==> src/epf_framer_regs.vh <==
// constants for the event report packet framer
`ifndef EPF_FRAMER_REGS_VH
`define EPF_FRAMER_REGS_VH

// primary header
`define EPF_VERSION        3'b000
`define EPF_TYPE           1'b0
`define EPF_DFH_FLAG       1'b1
`define EPF_APID           7'b1000111
`define EPF_CATEGORY       4'b0111
`define EPF_SEG_FLAGS      2'b11
`define EPF_GROUND_SRC     3'b000
`define EPF_LEN_OFFSET     16'h0009

// secondary header and mirror event identifier
`define EPF_STD_VERSION    3'b010
`define EPF_CKSUM_FLAG     1'b0
`define EPF_HDR_SPARE      4'b0000
`define EPF_CONN_TYPE      8'h11
`define EPF_CONN_SUBTYPE   8'h02
`define EPF_MIR_TYPE       8'h05
`define EPF_MIR_SUBTYPE    8'h02
`define EPF_MIR_PAD        8'h00
`define EPF_MIR_EID        16'ha7f9

// source data and header sizes in bytes
`define EPF_CONN_SRC_BYTES 16'h000a
`define EPF_MIR_SRC_BYTES  16'h0004
`define EPF_HDR_BYTES      16'h0010

// packet image
`define EPF_PKT_BITS       208
`define EPF_BYTE_BITS      8
`define EPF_CNT_W          6
`define EPF_CONN_BYTES     6'h1a
`define EPF_MIR_BYTES      6'h14
`define EPF_CONN_SRC_ZERO  80'h0
`define EPF_MIR_TAIL_ZERO  48'h0

// failed mirror position codes
`define EPF_POS_SPACE      2'h1
`define EPF_POS_HOT        2'h2
`define EPF_POS_COLD       2'h3

// startup wait
`define EPF_SYNC_WAIT_S    64'd60
`define EPF_CLK_HZ         64'd40000000

// register byte offsets
`define EPF_REG_CTRL       5'h00
`define EPF_REG_STATUS     5'h04
`define EPF_REG_IRQ_STAT   5'h08
`define EPF_REG_IRQ_MASK   5'h0c

// control bits
`define EPF_CTRL_STOP      0
`define EPF_CTRL_SPACE     1
`define EPF_CTRL_SYNC      2
`define EPF_CTRL_HK        3
`define EPF_CTRL_W         4

// irq bits
`define EPF_IRQ_CONN_SENT  0
`define EPF_IRQ_MIR_SENT   1
`define EPF_IRQ_CONN_REF   2
`define EPF_IRQ_OVERRUN    3
`define EPF_IRQ_W          4

// axi responses
`define EPF_RESP_OKAY      2'b00
`define EPF_RESP_SLVERR    2'b10

`endif

==> src/epf_framer.v <==
// event report packet framer with axi4-lite control
//
// Summary of operation
// [RL1] packets open with version 000, type 0, data-field-header flag 1
// [RL2] application process identifier is fixed at 71
// [RL3] packet category is 7, private event report
// [RL4] segmentation flags are 11, standalone packet
// [RL5] connection count: three zero bits, then an 11-bit one-up counter from zero
// [RL6] one counter per identifier/category pair, advanced only by its own packet
// [RL7] length field is source data bytes plus nine; connection report gives 19
// [RL8] 48-bit acquisition start time: 4 bytes seconds then 2 bytes fraction
// [RL9] secondary header opens with version 010, checksum flag 0, spare 0000
// [RL10] connection report carries service type 17, subtype 2
// [RL11] connection report pad byte is copied from the triggering telecommand
// [RL12] connection report source data is all zero
// [RL13] mirror error 1 follows miss, drive back, then space position reached
// [RL14] mirror error 1 uses service type 5 and subtype 2
// [RL15] mirror error 1: pad zero, 32 bits source data, length 13
// [RL16] connection report only after startup steps and sync or sixty seconds
// [RL17] failed position coded 1 space, 2 hot, 3 cold in sixteen bits
// [RL18] fields are sent contiguously in listed order, most significant bit first
//
// The AXI4-Lite interface to the registers and the register offsets were left to the implementer.
`timescale 1ns/1ps
`include "epf_framer_regs.vh"

module epf_framer #(
   parameter [63:0] SYNC_WAIT_CYCLES = `EPF_SYNC_WAIT_S * `EPF_CLK_HZ,
   parameter        ADDR_W           = 5
) (
   input  wire              clk,
   input  wire              rst_n,
   // axi4-lite slave
   input  wire [ADDR_W-1:0] s_axi_awaddr,
   input  wire              s_axi_awvalid,
   output reg               s_axi_awready,
   input  wire [31:0]       s_axi_wdata,
   input  wire [3:0]        s_axi_wstrb,
   input  wire              s_axi_wvalid,
   output reg               s_axi_wready,
   output reg  [1:0]        s_axi_bresp,
   output reg               s_axi_bvalid,
   input  wire              s_axi_bready,
   input  wire [ADDR_W-1:0] s_axi_araddr,
   input  wire              s_axi_arvalid,
   output reg               s_axi_arready,
   output reg  [31:0]       s_axi_rdata,
   output reg  [1:0]        s_axi_rresp,
   output reg               s_axi_rvalid,
   input  wire              s_axi_rready,
   // onboard time
   input  wire [31:0]       coarseTimePart,
   input  wire [15:0]       fineTimePart,
   // telecommand and mirror events
   input  wire              connTestReq,
   input  wire [7:0]        connTestPad,
   input  wire              mirrorMissed,
   input  wire [1:0]        mirrorFailedPos,
   input  wire              mirrorDrivenBack,
   input  wire              mirrorAtSpace,
   input  wire              mirrorSpaceFailed,
   // packet byte stream
   output reg  [7:0]        pktByte,
   output reg               pktValid,
   output reg               pktFirst,
   output reg               pktLast,
   input  wire              pktReady,
   output reg               irq
);

   localparam MIR_IDLE   = 2'd0;
   localparam MIR_MISSED = 2'd1;
   localparam MIR_BACK   = 2'd2;

   localparam PKT_W = `EPF_PKT_BITS;
   localparam BW    = `EPF_BYTE_BITS;
   localparam CW    = `EPF_CNT_W;

   reg  [1:0]           rstPipe;
   wire                 rstSync_n = rstPipe[1];

   reg  [ADDR_W-1:0]    wrAddr;
   reg  [31:0]          wrData;
   reg  [3:0]           wrStrb;
   reg  [`EPF_CTRL_W-1:0] ctrl;
   reg  [`EPF_IRQ_W-1:0]  irqStat;
   reg  [`EPF_IRQ_W-1:0]  irqMask;

   reg  [31:0]          syncTimer;
   reg                  syncTimeout;
   wire                 startupDone;

   reg  [1:0]           mirState;
   reg  [1:0]           mirPos;
   reg                  mirPend;
   reg  [47:0]          mirTime;
   reg  [1:0]           mirPosLat;
   reg                  connPend;
   reg  [7:0]           connPad;
   reg  [47:0]          connTime;

   reg  [13:0]          seqCount;
   reg  [PKT_W-1:0]     pktShift;
   reg  [CW-1:0]        bytesLeft;
   wire [PKT_W-1:0]     connImage;
   wire [PKT_W-1:0]     mirImage;
   wire [15:0]          connLen;
   wire [15:0]          mirLen;
   wire                 loadConn;
   wire                 loadMir;
   wire                 byteTaken;
   wire                 wrFire;
   wire                 rdFire;
   wire                 rdIrqStat;
   wire                 connAccept;
   wire                 connRefuse;
   wire                 mirTrigger;
   reg  [`EPF_IRQ_W-1:0] irqSet;
   reg  [31:0]          next_rdata;
   reg  [1:0]           next_rresp;

   // reset release through two flops
   always @(posedge clk or negedge rst_n) begin
      if (!rst_n)
         rstPipe <= 2'b00;
      else
         rstPipe <= {rstPipe[0], 1'b1};
   end

   // ---------------- axi4-lite write ----------------
   assign wrFire = !s_axi_awready && !s_axi_wready && !s_axi_bvalid;

   always @(posedge clk or negedge rstSync_n) begin
      if (!rstSync_n) begin
         s_axi_awready <= 1'b1;
         s_axi_wready  <= 1'b1;
         s_axi_bvalid  <= 1'b0;
         s_axi_bresp   <= `EPF_RESP_OKAY;
         wrAddr        <= {ADDR_W{1'b0}};
         wrData        <= 32'h0;
         wrStrb        <= 4'h0;
      end else begin
         if (s_axi_awvalid && s_axi_awready) begin
            wrAddr        <= s_axi_awaddr;
            s_axi_awready <= 1'b0;
         end
         if (s_axi_wvalid && s_axi_wready) begin
            wrData       <= s_axi_wdata;
            wrStrb       <= s_axi_wstrb;
            s_axi_wready <= 1'b0;
         end
         if (wrFire) begin
            s_axi_bvalid <= 1'b1;
            if (wrAddr == `EPF_REG_CTRL || wrAddr == `EPF_REG_IRQ_MASK ||
                wrAddr == `EPF_REG_STATUS || wrAddr == `EPF_REG_IRQ_STAT)
               s_axi_bresp <= `EPF_RESP_OKAY;
            else
               s_axi_bresp <= `EPF_RESP_SLVERR;
         end
         if (s_axi_bvalid && s_axi_bready) begin
            s_axi_bvalid  <= 1'b0;
            s_axi_awready <= 1'b1;
            s_axi_wready  <= 1'b1;
         end
      end
   end

   always @(posedge clk or negedge rstSync_n) begin
      if (!rstSync_n) begin
         ctrl    <= {`EPF_CTRL_W{1'b0}};
         irqMask <= {`EPF_IRQ_W{1'b0}};
      end else if (wrFire && wrStrb[0]) begin
         if (wrAddr == `EPF_REG_CTRL)
            ctrl <= wrData[`EPF_CTRL_W-1:0];
         if (wrAddr == `EPF_REG_IRQ_MASK)
            irqMask <= wrData[`EPF_IRQ_W-1:0];
      end
   end

   // ---------------- axi4-lite read ----------------
   assign rdFire    = s_axi_arvalid && s_axi_arready;
   assign rdIrqStat = rdFire && (s_axi_araddr == `EPF_REG_IRQ_STAT);

   always @* begin
      next_rdata = 32'h0;
      next_rresp = `EPF_RESP_OKAY;
      case (s_axi_araddr)
         `EPF_REG_CTRL:     next_rdata[`EPF_CTRL_W-1:0] = ctrl;
         `EPF_REG_STATUS:   next_rdata = {2'b00, seqCount, 9'h000, syncTimeout, mirPend,
                                          connPend, mirState, pktValid, startupDone};
         `EPF_REG_IRQ_STAT: next_rdata[`EPF_IRQ_W-1:0] = irqStat;
         `EPF_REG_IRQ_MASK: next_rdata[`EPF_IRQ_W-1:0] = irqMask;
         default:           next_rresp = `EPF_RESP_SLVERR;
      endcase
   end

   always @(posedge clk or negedge rstSync_n) begin
      if (!rstSync_n) begin
         s_axi_arready <= 1'b1;
         s_axi_rvalid  <= 1'b0;
         s_axi_rdata   <= 32'h0;
         s_axi_rresp   <= `EPF_RESP_OKAY;
      end else if (rdFire) begin
         s_axi_arready <= 1'b0;
         s_axi_rvalid  <= 1'b1;
         s_axi_rdata   <= next_rdata;
         s_axi_rresp   <= next_rresp;
      end else if (s_axi_rvalid && s_axi_rready) begin
         s_axi_rvalid  <= 1'b0;
         s_axi_arready <= 1'b1;
      end
   end

   // ---------------- interrupts ----------------
   always @* begin
      irqSet = {`EPF_IRQ_W{1'b0}};
      irqSet[`EPF_IRQ_CONN_SENT] = loadConn;
      irqSet[`EPF_IRQ_MIR_SENT]  = loadMir;
      irqSet[`EPF_IRQ_CONN_REF]  = connRefuse;
      irqSet[`EPF_IRQ_OVERRUN]   = (connAccept && connPend && !loadConn) ||
                                   (mirTrigger && mirPend && !loadMir);
   end

   // a new event in the clearing read survives
   always @(posedge clk or negedge rstSync_n) begin
      if (!rstSync_n) begin
         irqStat <= {`EPF_IRQ_W{1'b0}};
         irq     <= 1'b0;
      end else begin
         irqStat <= (rdIrqStat ? {`EPF_IRQ_W{1'b0}} : irqStat) | irqSet;
         irq     <= |(((rdIrqStat ? {`EPF_IRQ_W{1'b0}} : irqStat) | irqSet) & irqMask);
      end
   end

   // ---------------- startup gating ----------------
   always @(posedge clk or negedge rstSync_n) begin
      if (!rstSync_n) begin
         syncTimer   <= 32'h0;
         syncTimeout <= 1'b0;
      end else if (!syncTimeout) begin
         syncTimer <= syncTimer + 32'h1;
         if ({32'h0, syncTimer} >= SYNC_WAIT_CYCLES - 64'd1)
            syncTimeout <= 1'b1;
      end
   end

   assign startupDone = ctrl[`EPF_CTRL_STOP] && ctrl[`EPF_CTRL_SPACE] &&
                        (ctrl[`EPF_CTRL_SYNC] || syncTimeout) && ctrl[`EPF_CTRL_HK]; // RL16
   assign connAccept  = connTestReq && startupDone; // RL16
   assign connRefuse  = connTestReq && !startupDone;

   // ---------------- mirror error sequence ----------------
   assign mirTrigger = (mirState == MIR_BACK) && mirrorAtSpace; // RL13

   always @(posedge clk or negedge rstSync_n) begin
      if (!rstSync_n) begin
         mirState <= MIR_IDLE;
         mirPos   <= `EPF_POS_SPACE;
      end else begin
         case (mirState)
            MIR_IDLE: begin
               if (mirrorMissed) begin
                  mirState <= MIR_MISSED;
                  mirPos   <= mirrorFailedPos;
               end
            end
            MIR_MISSED: begin
               if (mirrorDrivenBack)
                  mirState <= MIR_BACK;
            end
            MIR_BACK: begin
               if (mirrorAtSpace || mirrorSpaceFailed)
                  mirState <= MIR_IDLE; // RL13
            end
            default: mirState <= MIR_IDLE;
         endcase
      end
   end

   // ---------------- pending reports ----------------
   assign loadConn  = (!pktValid || (byteTaken && pktLast)) && connPend;
   assign loadMir   = (!pktValid || (byteTaken && pktLast)) && mirPend && !connPend;
   assign byteTaken = pktValid && pktReady;

   always @(posedge clk or negedge rstSync_n) begin
      if (!rstSync_n) begin
         connPend  <= 1'b0;
         connPad   <= 8'h00;
         connTime  <= 48'h0;
         mirPend   <= 1'b0;
         mirTime   <= 48'h0;
         mirPosLat <= `EPF_POS_SPACE;
      end else begin
         if (connAccept && (!connPend || loadConn)) begin
            connPend <= 1'b1;
            connPad  <= connTestPad; // RL11
            connTime <= {coarseTimePart, fineTimePart}; // RL8
         end else if (loadConn)
            connPend <= 1'b0;
         if (mirTrigger && (!mirPend || loadMir)) begin
            mirPend   <= 1'b1;
            mirPosLat <= mirPos; // RL17
            mirTime   <= {coarseTimePart, fineTimePart}; // RL8
         end else if (loadMir)
            mirPend <= 1'b0;
      end
   end

   // ---------------- packet images ----------------
   assign connLen = `EPF_CONN_SRC_BYTES + `EPF_LEN_OFFSET; // RL7
   assign mirLen  = `EPF_MIR_SRC_BYTES + `EPF_LEN_OFFSET; // RL15

   // listed field order, msb first, no gaps
   assign connImage = {`EPF_VERSION, `EPF_TYPE, `EPF_DFH_FLAG, // RL1
                       `EPF_APID, // RL2
                       `EPF_CATEGORY, // RL3
                       `EPF_SEG_FLAGS, // RL4
                       `EPF_GROUND_SRC, seqCount[10:0], // RL5
                       connLen, connTime, // RL18
                       `EPF_STD_VERSION, `EPF_CKSUM_FLAG, `EPF_HDR_SPARE, // RL9
                       `EPF_CONN_TYPE, `EPF_CONN_SUBTYPE, // RL10
                       connPad,
                       `EPF_CONN_SRC_ZERO}; // RL12

   assign mirImage  = {`EPF_VERSION, `EPF_TYPE, `EPF_DFH_FLAG, // RL1
                       `EPF_APID, `EPF_CATEGORY, `EPF_SEG_FLAGS, // RL2
                       seqCount, mirLen, mirTime, // RL18
                       `EPF_STD_VERSION, `EPF_CKSUM_FLAG, `EPF_HDR_SPARE, // RL9
                       `EPF_MIR_TYPE, `EPF_MIR_SUBTYPE, // RL14
                       `EPF_MIR_PAD, // RL15
                       `EPF_MIR_EID, 14'h0000, mirPosLat, // RL17
                       `EPF_MIR_TAIL_ZERO};

   // both reports share the one identifier/category pair
   always @(posedge clk or negedge rstSync_n) begin
      if (!rstSync_n)
         seqCount <= 14'h0000;
      else if (loadConn)
         seqCount <= {3'b000, seqCount[10:0] + 11'h001}; // RL5
      else if (loadMir)
         seqCount <= seqCount + 14'h0001; // RL6
   end

   // ---------------- byte serialiser ----------------
   always @(posedge clk or negedge rstSync_n) begin
      if (!rstSync_n) begin
         pktShift  <= {PKT_W{1'b0}};
         bytesLeft <= {CW{1'b0}};
         pktByte   <= 8'h00;
         pktValid  <= 1'b0;
         pktFirst  <= 1'b0;
         pktLast   <= 1'b0;
      end else if (loadConn || loadMir) begin
         pktShift  <= {(loadConn ? connImage[PKT_W-BW-1:0] : mirImage[PKT_W-BW-1:0]),
                       {BW{1'b0}}};
         pktByte   <= loadConn ? connImage[PKT_W-1:PKT_W-BW] : mirImage[PKT_W-1:PKT_W-BW];
         bytesLeft <= loadConn ? `EPF_CONN_BYTES : `EPF_MIR_BYTES;
         pktValid  <= 1'b1;
         pktFirst  <= 1'b1;
         pktLast   <= 1'b0;
      end else if (byteTaken) begin
         pktShift  <= {pktShift[PKT_W-BW-1:0], {BW{1'b0}}}; // RL18
         pktByte   <= pktShift[PKT_W-1:PKT_W-BW];
         bytesLeft <= bytesLeft - {{(CW-1){1'b0}}, 1'b1};
         pktFirst  <= 1'b0;
         pktValid  <= !pktLast;
         pktLast   <= (bytesLeft == {{(CW-2){1'b0}}, 2'b10});
      end
   end

endmodule

==> config.mk <==
export PLATFORM = sky130hd
export DESIGN_NAME = epf_framer
export DESIGN_NICKNAME = d
export VERILOG_FILES = /design/src/epf_framer.v
export VERILOG_INCLUDE_DIRS = /design/src /design/src/src
export SDC_FILE = /design/constraint.sdc
export NUM_CORES = 1
export LEC_CHECK = 0
export ABC_AREA = 1
export BUFFER_PORTS_ARGS = -buffer_cell sky130_fd_sc_hd__buf_2
export CAP_MARGIN = 20
export CORE_MARGIN = 2
export CORE_UTILIZATION = 35
export CTS_CLUSTER_SIZE = 10
export DETAILED_ROUTE_END_ITERATION = 16
export MAX_ROUTING_LAYER = met4
export PLACE_DENSITY = 0.63
export RECOVER_POWER = 100
export SYNTH_ARGS = -nofsm -noshare
export SYNTH_HDL_FRONTEND = slang
export SYNTH_SLANG_ARGS = --single-unit
==> constraint.sdc <==
create_clock -name clk -period 27.9 [get_ports clk]
set_input_delay 5.58 -clock clk [delete_from_list [all_inputs] [get_ports clk]]
set_output_delay 5.58 -clock clk [all_outputs]
set_load 0.005 [all_outputs]
==> metrics.md, run 1 <==
| Metric | Value |
|---|---|
| Outcome | `finished with violations` |
| Violated checks | `max-capacitance violations, max-slew violations` |
| H-tree depth | `2` |
| Most frequent cell on the critical path | `clkbuf_1` |
| Main synth FF type | `dfrtp_1` |
| Vias in the first global route | `12,600` |
| Starting Density | `35.3%` |
| Clock Sinks | `360` |
| R2r startpoint | `pktValid$_DFFE_PN0P_` |
| Post-CTS setup buffers | `0` |
| Worst hold path endpoint | `rstPipe[1]$_DFF_PN0_` |
| Count leader, synth | `nand2_1` |
| Hold Path Class | `flip-flop to flip-flop` |
| First drt pass iteration count | `5` |
| Area leader, netlist | `dfrtp_1` |
| Commonest cells post-synth | `nand2_1, dfrtp_1, inv_1, o21ai_0, nand3_1` |
| Post-synth top area share | `54.4%` |
| # IOs | `170` |
| Vias per Instance | `4.76` |
| Final setup vio count | `0` |
| Synth Area per Inst | `8.30 sq um` |
| DRC | `0` |
| Crit share post-route | `40.7%` |
| Slowest CP cell | `clkbuf_1` |
| Clock Latency Late Sink | `0.55 ns` |
| RSZ-0062 raised after global routing | `false` |
| Hold Vio Cnt, Final | `0` |
| Register area share after synthesis | `55.2%` |
| Synth top area cells | `dfrtp_1, nand2_1, inv_1, o21ai_0, nand3_1` |
| FP Rows | `79` |
| Critical-path cell list | `clkbuf_1 > nand2_1 > nand2_1 > o21ai_0 > clkbuf_1 > clkbuf_1 > o21ai_0 > a22oi_1` |
| Root buffer cell | `clkbuf_16` |
| Async SR Flop Fraction | `100%` |
| Worst reg-to-reg path cell count | `6` |
| Starting DRT DRC Count | `881` |
| Hold buffers post-CTS | `0` |
| Die X | `220 microns` |
| RR Endpoint | `pktShift[93]$_DFFE_PN0P_` |
| Pwr Total | `1.84 mW` |
| Crit end category | `flip-flop` |
| Slew margin rel. | `-180%` |
| Worst R2R Setup Slack | `21.22 ns` |
| Max clock buf depth | `3` |
| Pwr dens | `99.6 nW/um^2` |
| F_max | `88.0 MHz` |
| Synth-to-layout area growth | `13.4%` |
| Fin. max-slew vios | `836` |
| Util after Layout | `40.0%` |
| Yosys reg bits | `360` |
| Resize count post-CTS | `0` |
| Largest net degree at the start of global routing | `114` |
| Cell Area, Synth | `16,300 sq um` |
| Hold path start | `rstPipe[0]$_DFF_PN0_` |
| I/O Buffers | `125` |
| CP Max Fanout | `98` |
| WP data required | `28.34 ns` |
| Top cell family by delay on the critical path | `buffers and inverters` |
| Crit Path Class | `primary input to flip-flop` |
| Routed WL per cell | `14.5 microns` |
| CP Launch Type | `primary input` |
| Setup TNS | `0 ns` |
| Share of cells above drive strength 1 | `8.06%` |
| Post-synth EDFFs | `0` |
| First-pass GRT wire length | `64,500 microns` |
| Worst clock skew | `0.0108 ns` |
| WL final | `39,100 microns` |
| Netlist cell types | `43` |
| Post-DRT Antenna Nets | `0` |
| Via count | `12,800` |
| Global Route Usage Sum | `17.0%` |
| Buffers & Inverters on Critical Path | `3` |
| Core area | `46,300 sq um` |
| Worst path arrival time | `11.80 ns` |
| Grt ovf | `0` |
| Initial antenna violation count | `1` |
| Final #Nets | `2,181` |
| Die H | `220 microns` |
| Lkg Pwr | `9.49 nW` |
| GP Congestion | `0.783` |
| Hold-critical path depth | `0` |
| Synth Instances | `1,967` |
| Die ar. | `48,400 sq um` |
| Clock-pin slew on the worst setup and hold paths | `0.05 ns` |
| Worst-Margin Slew | `4.21 ns` |
| CTS tree | `done` |
| CP max stage delay | `3.02 ns` |
| Detailed Place HPWL | `24,300 microns` |
| # Max-Cap Violations | `12` |
| Synth Warn # | `0` |
| Crit path time final | `11.37 ns` |
| Peak supply drop | `0.0000444 V` |
| Total CTS buffers | `43` |
metrics by stage:
stage / hold WS [ns] / instances / area (sq um) / worst slack [ns]
3_5_place_dp: 0.338 / 2619 / 17400 / 19.88
3_3_place_gp: 0.333 / 2619 / 17400 / 19.89
2_1_floorplan: 0.331 / 1979 / 16400 / 17.13
4_1_cts: 0.350 / 2688 / 18600 / 20.47
6_report: 0.350 / 2692 / 18500 / 16.53
5_1_grt: 0.354 / 2692 / 18500 / 15.84
cells by family after synthesis:
logic type / synth area share [%]
compound gates: 10.5
xor+xnor: 1.56
fa+ha+maj: 0.307
buf+inv: 9.57
flops: 55.2
mux: 0.621
other cells: 0.0460
simple gates: 22.2
routing by layer:
metal  global-route usage, %  part of all wire [%]
met2                    27.0                    47
met1                    22.1                    46
met3                    2.40                   3.7
met5                       -                     0
met4                    6.33                   3.4
state kept, by name, indices dropped and copies added, names as in the netlist, 2 cells and up:
| signal | flops |
|---|---|
| s_axi_rdata | 21 |
| mirPos | 2 |
| connPad | 8 |
| wrData | 4 |
| mirPosLat | 2 |
| wrAddr | 5 |
| mirState | 2 |
| pktShift | 131 |
| irqMask | 4 |
| mirTime | 48 |
| bytesLeft | 6 |
| syncTimer | 32 |
| seqCount | 14 |
| ctrl | 4 |
| connTime | 48 |
| irqStat | 4 |
| rstPipe | 2 |
| pktByte | 8 |
worst register-to-register path, delay by kind of cell, from the launching register on:
family                 cells  cell delay, ns
AOI/OAI and AO/OA          3            1.19
buffers and inverters      2            4.73
DFF                        1            0.46
and+or+nand+nor            1            0.19
layout make-up:
type	instances	area, sq um
timing repair buffer	142	671
tap	607	759
sequential	360	9010
clock inverter	2	38.8
antenna	1	2.50
fill	4699	27700
clock buffer	67	1210
multi-input combinational	1233	5770
inverter	280	1050
cells in the final DEF (no fill, tap or decap), types with 2 or more instances in the layout:
cell	n
a21boi_0	28
a21oi_1	11
a22oi_1	2
a31oi_1	11
buf_2	98
buf_4	4
clkbuf_1	62
clkbuf_16	45
conb_1	14
dfrtp_1	355
dfstp_1	3
dfstp_2	2
ha_1	4
inv_1	278
inv_2	2
mux2_2	9
nand2_1	595
nand3_1	141
nand3b_1	3
nand4_1	22
nor2_1	84
nor3_1	17
nor4_1	2
o211ai_1	12
o21ai_0	216
o221ai_1	4
o22ai_1	2
o31ai_1	16
xnor2_1	11
xor2_1	18
where the power goes:
part           internal (mW)  switching (mW)
combinational          0.181           0.309
clock                  0.304           0.210
sequential             0.730           0.110
total                   1.21           0.629
how the worst max path moves through the flow:
stage	startpoint	to	slack [ns]	cells past startpoint
5_1_grt	pktReady	pktShift[93]$_DFFE_PN0P_	15.84	8
6_report	pktReady	pktShift[93]$_DFFE_PN0P_	16.53	8
4_1_cts	pktReady	pktShift[93]$_DFFE_PN0P_	20.47	8
3_5_place_dp	pktReady	pktShift[93]$_DFFE_PN0P_	19.88	8
2_1_floorplan	rstPipe[1]$_DFF_PN0_	bytesLeft[0]$_DFFE_PN0P_	17.13	0
3_3_place_gp	pktReady	pktShift[93]$_DFFE_PN0P_	19.89	8
Note: power is estimated with default switching activity, not from simulation.
==> inputs of run 2 (changes only) <==
clock period = 10.98 ns   (was 27.9 ns; I/O delays follow)
==> run 2 against run 1 <==
The flow still finishes with violations (max-capacitance violations, max-slew violations); clock power grew 140%; critical path type unchanged; wire length shrank 2.0%; sequential share of layout area grew 0.18 points; final area shrank 0.37%; total power grew to 2.5 times the previous value.
==> metrics.md, run 2 (synthesized netlist as in run 1, its figures left out) <==
| Metric | Value |
|---|---|
| Worst R2R Setup Slack | `3.87 ns` |
| CP max stage delay | `1.90 ns` |
| Starting DRT DRC Count | `791` |
| Die H | `220 microns` |
| Vias in the first global route | `12,400` |
| Hold Path Class | `flip-flop to flip-flop` |
| DRC | `0` |
| WL final | `38,300 microns` |
| Root buffer cell | `clkbuf_16` |
| Post-DRT Antenna Nets | `0` |
| Violated checks | `max-capacitance violations, max-slew violations` |
| I/O Buffers | `125` |
| Diode count | `0` |
| First-pass GRT wire length | `63,500 microns` |
| # IOs | `170` |
| Die ar. | `48,400 sq um` |
| Most flops, register | `pktShift` |
| Synth-to-layout area growth | `12.9%` |
| CTS tree | `done` |
| Post-CTS setup buffers | `0` |
| Initial antenna violation count | `0` |
| Lkg Pwr | `9.47 nW` |
| # Max-Cap Violations | `6` |
| Slew margin rel. | `-185%` |
| GP Congestion | `0.784` |
| Worst reg-to-reg path cell count | `7` |
| Area of placed instances | `17,400 sq um` |
| CP Launch Type | `primary input` |
| Total CTS buffers | `43` |
| Die X | `220 microns` |
| Worst Hold Margin | `0.352 ns` |
| Clock Latency Late Sink | `0.54 ns` |
| Crit end category | `flip-flop` |
| Crit Path Class | `primary input to flip-flop` |
| Starting Density | `35.3%` |
| Max clock buf depth | `3` |
| FP Rows | `79` |
| Worst clock skew | `0.0140 ns` |
| Core area | `46,300 sq um` |
| F_max | `138 MHz` |
| Final setup vio count | `0` |
| Setup TNS | `0 ns` |
| Outcome | `finished with violations` |
| Final #Nets | `2,178` |
| Global Route Usage Sum | `16.7%` |
| WP data required | `11.40 ns` |
| Vias per Instance | `4.72` |
| Crit share post-route | `66.0%` |
| Routed WL per cell | `14.3 microns` |
| H-tree depth | `2` |
| Design Area, Final | `18,400 sq um` |
| R2r startpoint | `mirPend$_DFFE_PN0P_` |
| Detailed Place HPWL | `24,100 microns` |
| Worst path arrival time | `7.67 ns` |
| Clock Sinks | `360` |
| Clock-pin slew on the worst setup and hold paths | `0.06 ns` |
| Max FFs per register | `131` |
| Pwr Total | `4.61 mW` |
| Hold-critical path depth | `0` |
| Grt ovf | `0` |
| Hold Vio Cnt, Final | `0` |
| Util after Layout | `39.9%` |
| RSZ-0062 raised after global routing | `false` |
| Resize count post-CTS | `0` |
| Peak supply drop | `0.000117 V` |
| Slowest CP cell | `clkbuf_1` |
| Critical path origin | `pktReady` |
| Commonest cells after routing, fill and taps aside | `nand2_1, dfrtp_1, inv_1, o21ai_0, nand3_1` |
| Largest regs | `pktShift (131), connTime (48), mirTime (48)` |
| Pwr dens | `250 nW/um^2` |
| Crit path time final | `7.24 ns` |
| Worst Setup EP | `bytesLeft[1]$_DFFE_PN0P_` |
| First drt pass iteration count | `5` |
| CP Max Fanout | `52` |
| Worst-Margin Slew | `4.27 ns` |
| Fin. max-slew vios | `430` |
| Commonest non-fill, non-tap cell in the layout | `nand2_1` |
| Hold buffers post-CTS | `0` |
| Share of cells above drive strength 1 | `8.28%` |
| Largest net degree at the start of global routing | `162` |
| Via count | `12,700` |
| Fillers | `4,720` |
| Critical-path cell list | `clkbuf_1 > nand2_1 > nand2_1 > o21ai_0 > clkbuf_1 > inv_2 > buf_4 > o21ai_0 > nand2_1 > o21ai_0` |
| RR Endpoint | `bytesLeft[1]$_DFFE_PN0P_` |
==> run 2: cell count changes in the layout (fill, tap and decap cells not counted), sizes merged <==
cell	delta
clkbuf	-14
inv	+2
buf	+6
clkinv	-1
bufinv	-1
diode	-1
clkinvlp	+1
==> run 2: worst min-delay path by stage <==
stage | end | from
6_report | rstPipe[1]$_DFF_PN0_ | rstPipe[0]$_DFF_PN0_
5_1_grt | rstPipe[1]$_DFF_PN0_ | rstPipe[0]$_DFF_PN0_
4_1_cts | rstPipe[1]$_DFF_PN0_ | rstPipe[0]$_DFF_PN0_
3_5_place_dp | rstPipe[1]$_DFF_PN0_ | rstPipe[0]$_DFF_PN0_
3_3_place_gp | rstPipe[1]$_DFF_PN0_ | rstPipe[0]$_DFF_PN0_
2_1_floorplan | rstPipe[1]$_DFF_PN0_ | rstPipe[0]$_DFF_PN0_
==> run 2: per-stage QoR <==
step / setup slack [ns] / std cells
6_report: 3.74 / 2684
5_1_grt: 3.03 / 2684
4_1_cts: 6.11 / 2682
3_5_place_dp: 5.54 / 2617
3_3_place_gp: 5.53 / 2617
2_1_floorplan: 0.212 / 1979
==> run 2: cell type report <==
| cell class | instances | area, sq um | share of cell area (%) |
|---|---|---|---|
| multi-input cells | 1233 | 5760 | 31.2 |
| clock buffers | 62 | 1150 | 6.22 |
| repair buffers | 139 | 688 | 3.73 |
| clock inverters | 3 | 25.0 | 0.136 |
| well taps | 607 | 759 | 4.12 |
| flip-flops and latches | 360 | 9010 | 48.9 |
| inverters | 280 | 1050 | 5.70 |
==> run 2: where the power goes <==
group | internal [mW] | total (mW) | switching (mW)
logic | 0.457 | 1.24 | 0.784
registers | 1.85 | 2.13 | 0.280
clock network | 0.717 | 1.24 | 0.522
total | 3.03 | 4.61 | 1.59
==> run 2: critical path: cells and delay by family <==
| family | cells | cell delay (ns) |
|---|---|---|
| simple gates | 3 | 0.26 |
| buf+inv | 4 | 3.47 |
| compound gates | 3 | 1.69 |
==> run 2: routing by layer <==
metal  track usage (%)  up-vias  share of wire [%]
met1              21.8     6063                 47
met4              4.72        0                2.3
met3              2.54       60                3.1
met5                 -        -                  0
li1                  -     6335                  -
met2              27.2      202                 48
==> inputs of run 3 (changes only) <==
clock period = 6.8 ns   (was 10.98 ns; I/O delays follow)
==> run 3 against run 2 <==
The run still ends with max-capacitance violations, max-slew violations left; register-to-register slack lost 1.1 ns; via count is essentially flat; largest power group unchanged; combinational power grew 60%; global-route usage shrank 0.066 points; total power grew 63%; highest routed layer unchanged; sequential share of layout area shrank 0.21 points; critical path depth shrank 2.
==> metrics.md, run 3 (synthesized netlist as in run 1, its figures left out) <==
| Metric | Value |
|---|---|
| Outcome | `finished with violations` |
| Violated checks | `max-capacitance violations, max-slew violations` |
| Worst path arrival time | `4.98 ns` |
| FP Rows | `79` |
| H-tree depth | `2` |
| Via count | `12,700` |
| Total CTS buffers | `43` |
| Largest regs | `pktShift (131), connTime (48), mirTime (48)` |
| Top cell family by delay on the critical path | `buffers and inverters` |
| Die X | `220 microns` |
| Critical path origin | `pktReady` |
| Share of cells above drive strength 1 | `8.27%` |
| CP max stage delay | `1.69 ns` |
| Clock Latency Late Sink | `0.56 ns` |
| I/O Buffers | `125` |
| Slowest CP cell | `clkbuf_1` |
| Initial antenna violation count | `2` |
| Critical-path cell list | `clkbuf_1 > nand2_1 > nand2_1 > o21ai_0 > buf_4 > clkbuf_1 > nand2_1 > a31oi_1` |
| Vias in the first global route | `12,300` |
| Most flops, register | `pktShift` |
| WP data required | `7.26 ns` |
| Final #Nets | `2,176` |
| Max FFs per register | `131` |
| Die H | `220 microns` |
| Worst R2R Setup Slack | `2.75 ns` |
| RSZ-0062 raised after global routing | `false` |
| Hold buffers post-CTS | `0` |
| Die ar. | `48,400 sq um` |
| # placed instances | `2,617` |
| Post-DRT Antenna Nets | `0` |
| Clock-pin slew on the worst setup and hold paths | `0.06 ns` |
| Hold Vio Cnt, Final | `0` |
| Grt ovf | `0` |
| Crit Path Class | `primary input to flip-flop` |
| Buffers & Inverters on Critical Path | `3` |
| Crit path time final | `4.53 ns` |
| RR Endpoint | `pktShift[92]$_DFFE_PN0P_` |
| Max clock buf depth | `3` |
| Resize count post-CTS | `0` |
| Fillers | `4,721` |
| CTS tree | `done` |
| Worst reg-to-reg path cell count | `6` |
| Fin. max-slew vios | `293` |
| Commonest non-fill, non-tap cell in the layout | `nand2_1` |
| Slew margin rel. | `-50.7%` |
| Worst Setup EP | `pktShift[92]$_DFFE_PN0P_` |
| Global Route Usage Sum | `16.7%` |
| Pwr dens | `406 nW/um^2` |
| First drt pass iteration count | `8` |
| Starting Density | `35.3%` |
| Hold Path Class | `flip-flop to flip-flop` |
| Hold-critical path depth | `0` |
| Largest net degree at the start of global routing | `166` |
| Core area | `46,300 sq um` |
| Final setup vio count | `0` |
| GP Congestion | `0.818` |
| # IOs | `170` |
| CP Launch Type | `primary input` |
| Worst-Margin Slew | `2.26 ns` |
| Crit path depth | `8` |
| Diode count | `0` |
| # Max-Cap Violations | `6` |
| Worst clock skew | `0.0237 ns` |
| Most frequent cell on the critical path | `nand2_1` |
| First-pass GRT wire length | `63,400 microns` |
| Vias per Instance | `4.71` |
| Root buffer cell | `clkbuf_16` |
| Detailed Place HPWL | `24,100 microns` |
| Crit share post-route | `66.6%` |
| DRC | `0` |
| Clock Sinks | `360` |
| Synth-to-layout area growth | `13.4%` |
| Peak supply drop | `0.000197 V` |
| Commonest cells after routing, fill and taps aside | `nand2_1, dfrtp_1, inv_1, o21ai_0, nand3_1` |
| Fin cells | `2,686` |
| Setup TNS | `0 ns` |
| Post-CTS setup buffers | `0` |
| WL final | `38,500 microns` |
| Routed WL per cell | `14.3 microns` |
| Crit end category | `flip-flop` |
| Starting DRT DRC Count | `1,031` |
| R2r startpoint | `pktValid$_DFFE_PN0P_` |
| Lkg Pwr | `9.51 nW` |
| F_max | `221 MHz` |
| CP Max Fanout | `93` |
-- run 3: cell types whose count changed in the layout (fill, tap and decap cells not counted), moves of 2 or more --
cell,previous run,this run
buf_2,99,96
clkbuf_8,0,3
inv_1,277,279
inv_2,3,1
o21ai_0,216,214
o21ai_1,1,3
-- run 3: per-layer routing --
metal  track usage [%]  vias to the layer above  part of all wire (%)
met5                 -                        -                     0
met4              5.35                        0                   2.6
met2              26.5                      218                    47
li1                  -                     6350                     -
met3              2.37                       66                   3.2
met1              22.0                     6018                    47
-- run 3: power by group --
part	internal, mW	switching, mW	leakage, nW
clock	1.24	0.873	0.604
combinational	0.723	1.26	4.46
sequential	2.99	0.443	4.44
total	4.95	2.58	9.51
-- run 3: final cells by class --
type	instances	area (sq um)	area share [%]
sequential	360	9010	48.7
multi-input combinational	1233	5750	31.1
clock buffer	66	1190	6.44
inverter	280	1050	5.67
tap	607	759	4.10
timing repair buffer	137	694	3.75
clock inverter	3	58.8	0.317
-- run 3: worst register-to-register path: cells and delay by family (launching register included) --
kind            cells  cell delay [ns]
flops               1             0.46
compound gates      2             0.45
buf+inv             2             2.54
simple gates        2             0.51
-- run 3: per-stage QoR --
step	cell area [sq um]	utilization (%)	setup slack (ns)	power [mW]	hold slack, ns
floorplan	16400	-	0.924	4.91	0.331
finish	18500	40.0	2.27	7.53	0.364
detailed placement	17400	37.6	2.89	5.50	0.324
CTS	18600	40.3	3.48	7.65	0.332
global route	18500	40.0	1.89	8.14	0.368
global placement	17400	37.6	2.93	5.41	0.317
-- run 3: worst min-delay path by stage --
stage,end,slack (ns),startpoint
3_5_place_dp,mirTime[37]$_DFFE_PN0P_,0.32,rstPipe[1]$_DFF_PN0_
5_1_grt,rstPipe[1]$_DFF_PN0_,0.37,rstPipe[0]$_DFF_PN0_
2_1_floorplan,rstPipe[1]$_DFF_PN0_,0.33,rstPipe[0]$_DFF_PN0_
6_report,rstPipe[1]$_DFF_PN0_,0.36,rstPipe[0]$_DFF_PN0_
4_1_cts,mirTime[37]$_DFFE_PN0P_,0.33,rstPipe[1]$_DFF_PN0_
3_3_place_gp,mirTime[37]$_DFFE_PN0P_,0.32,rstPipe[1]$_DFF_PN0_
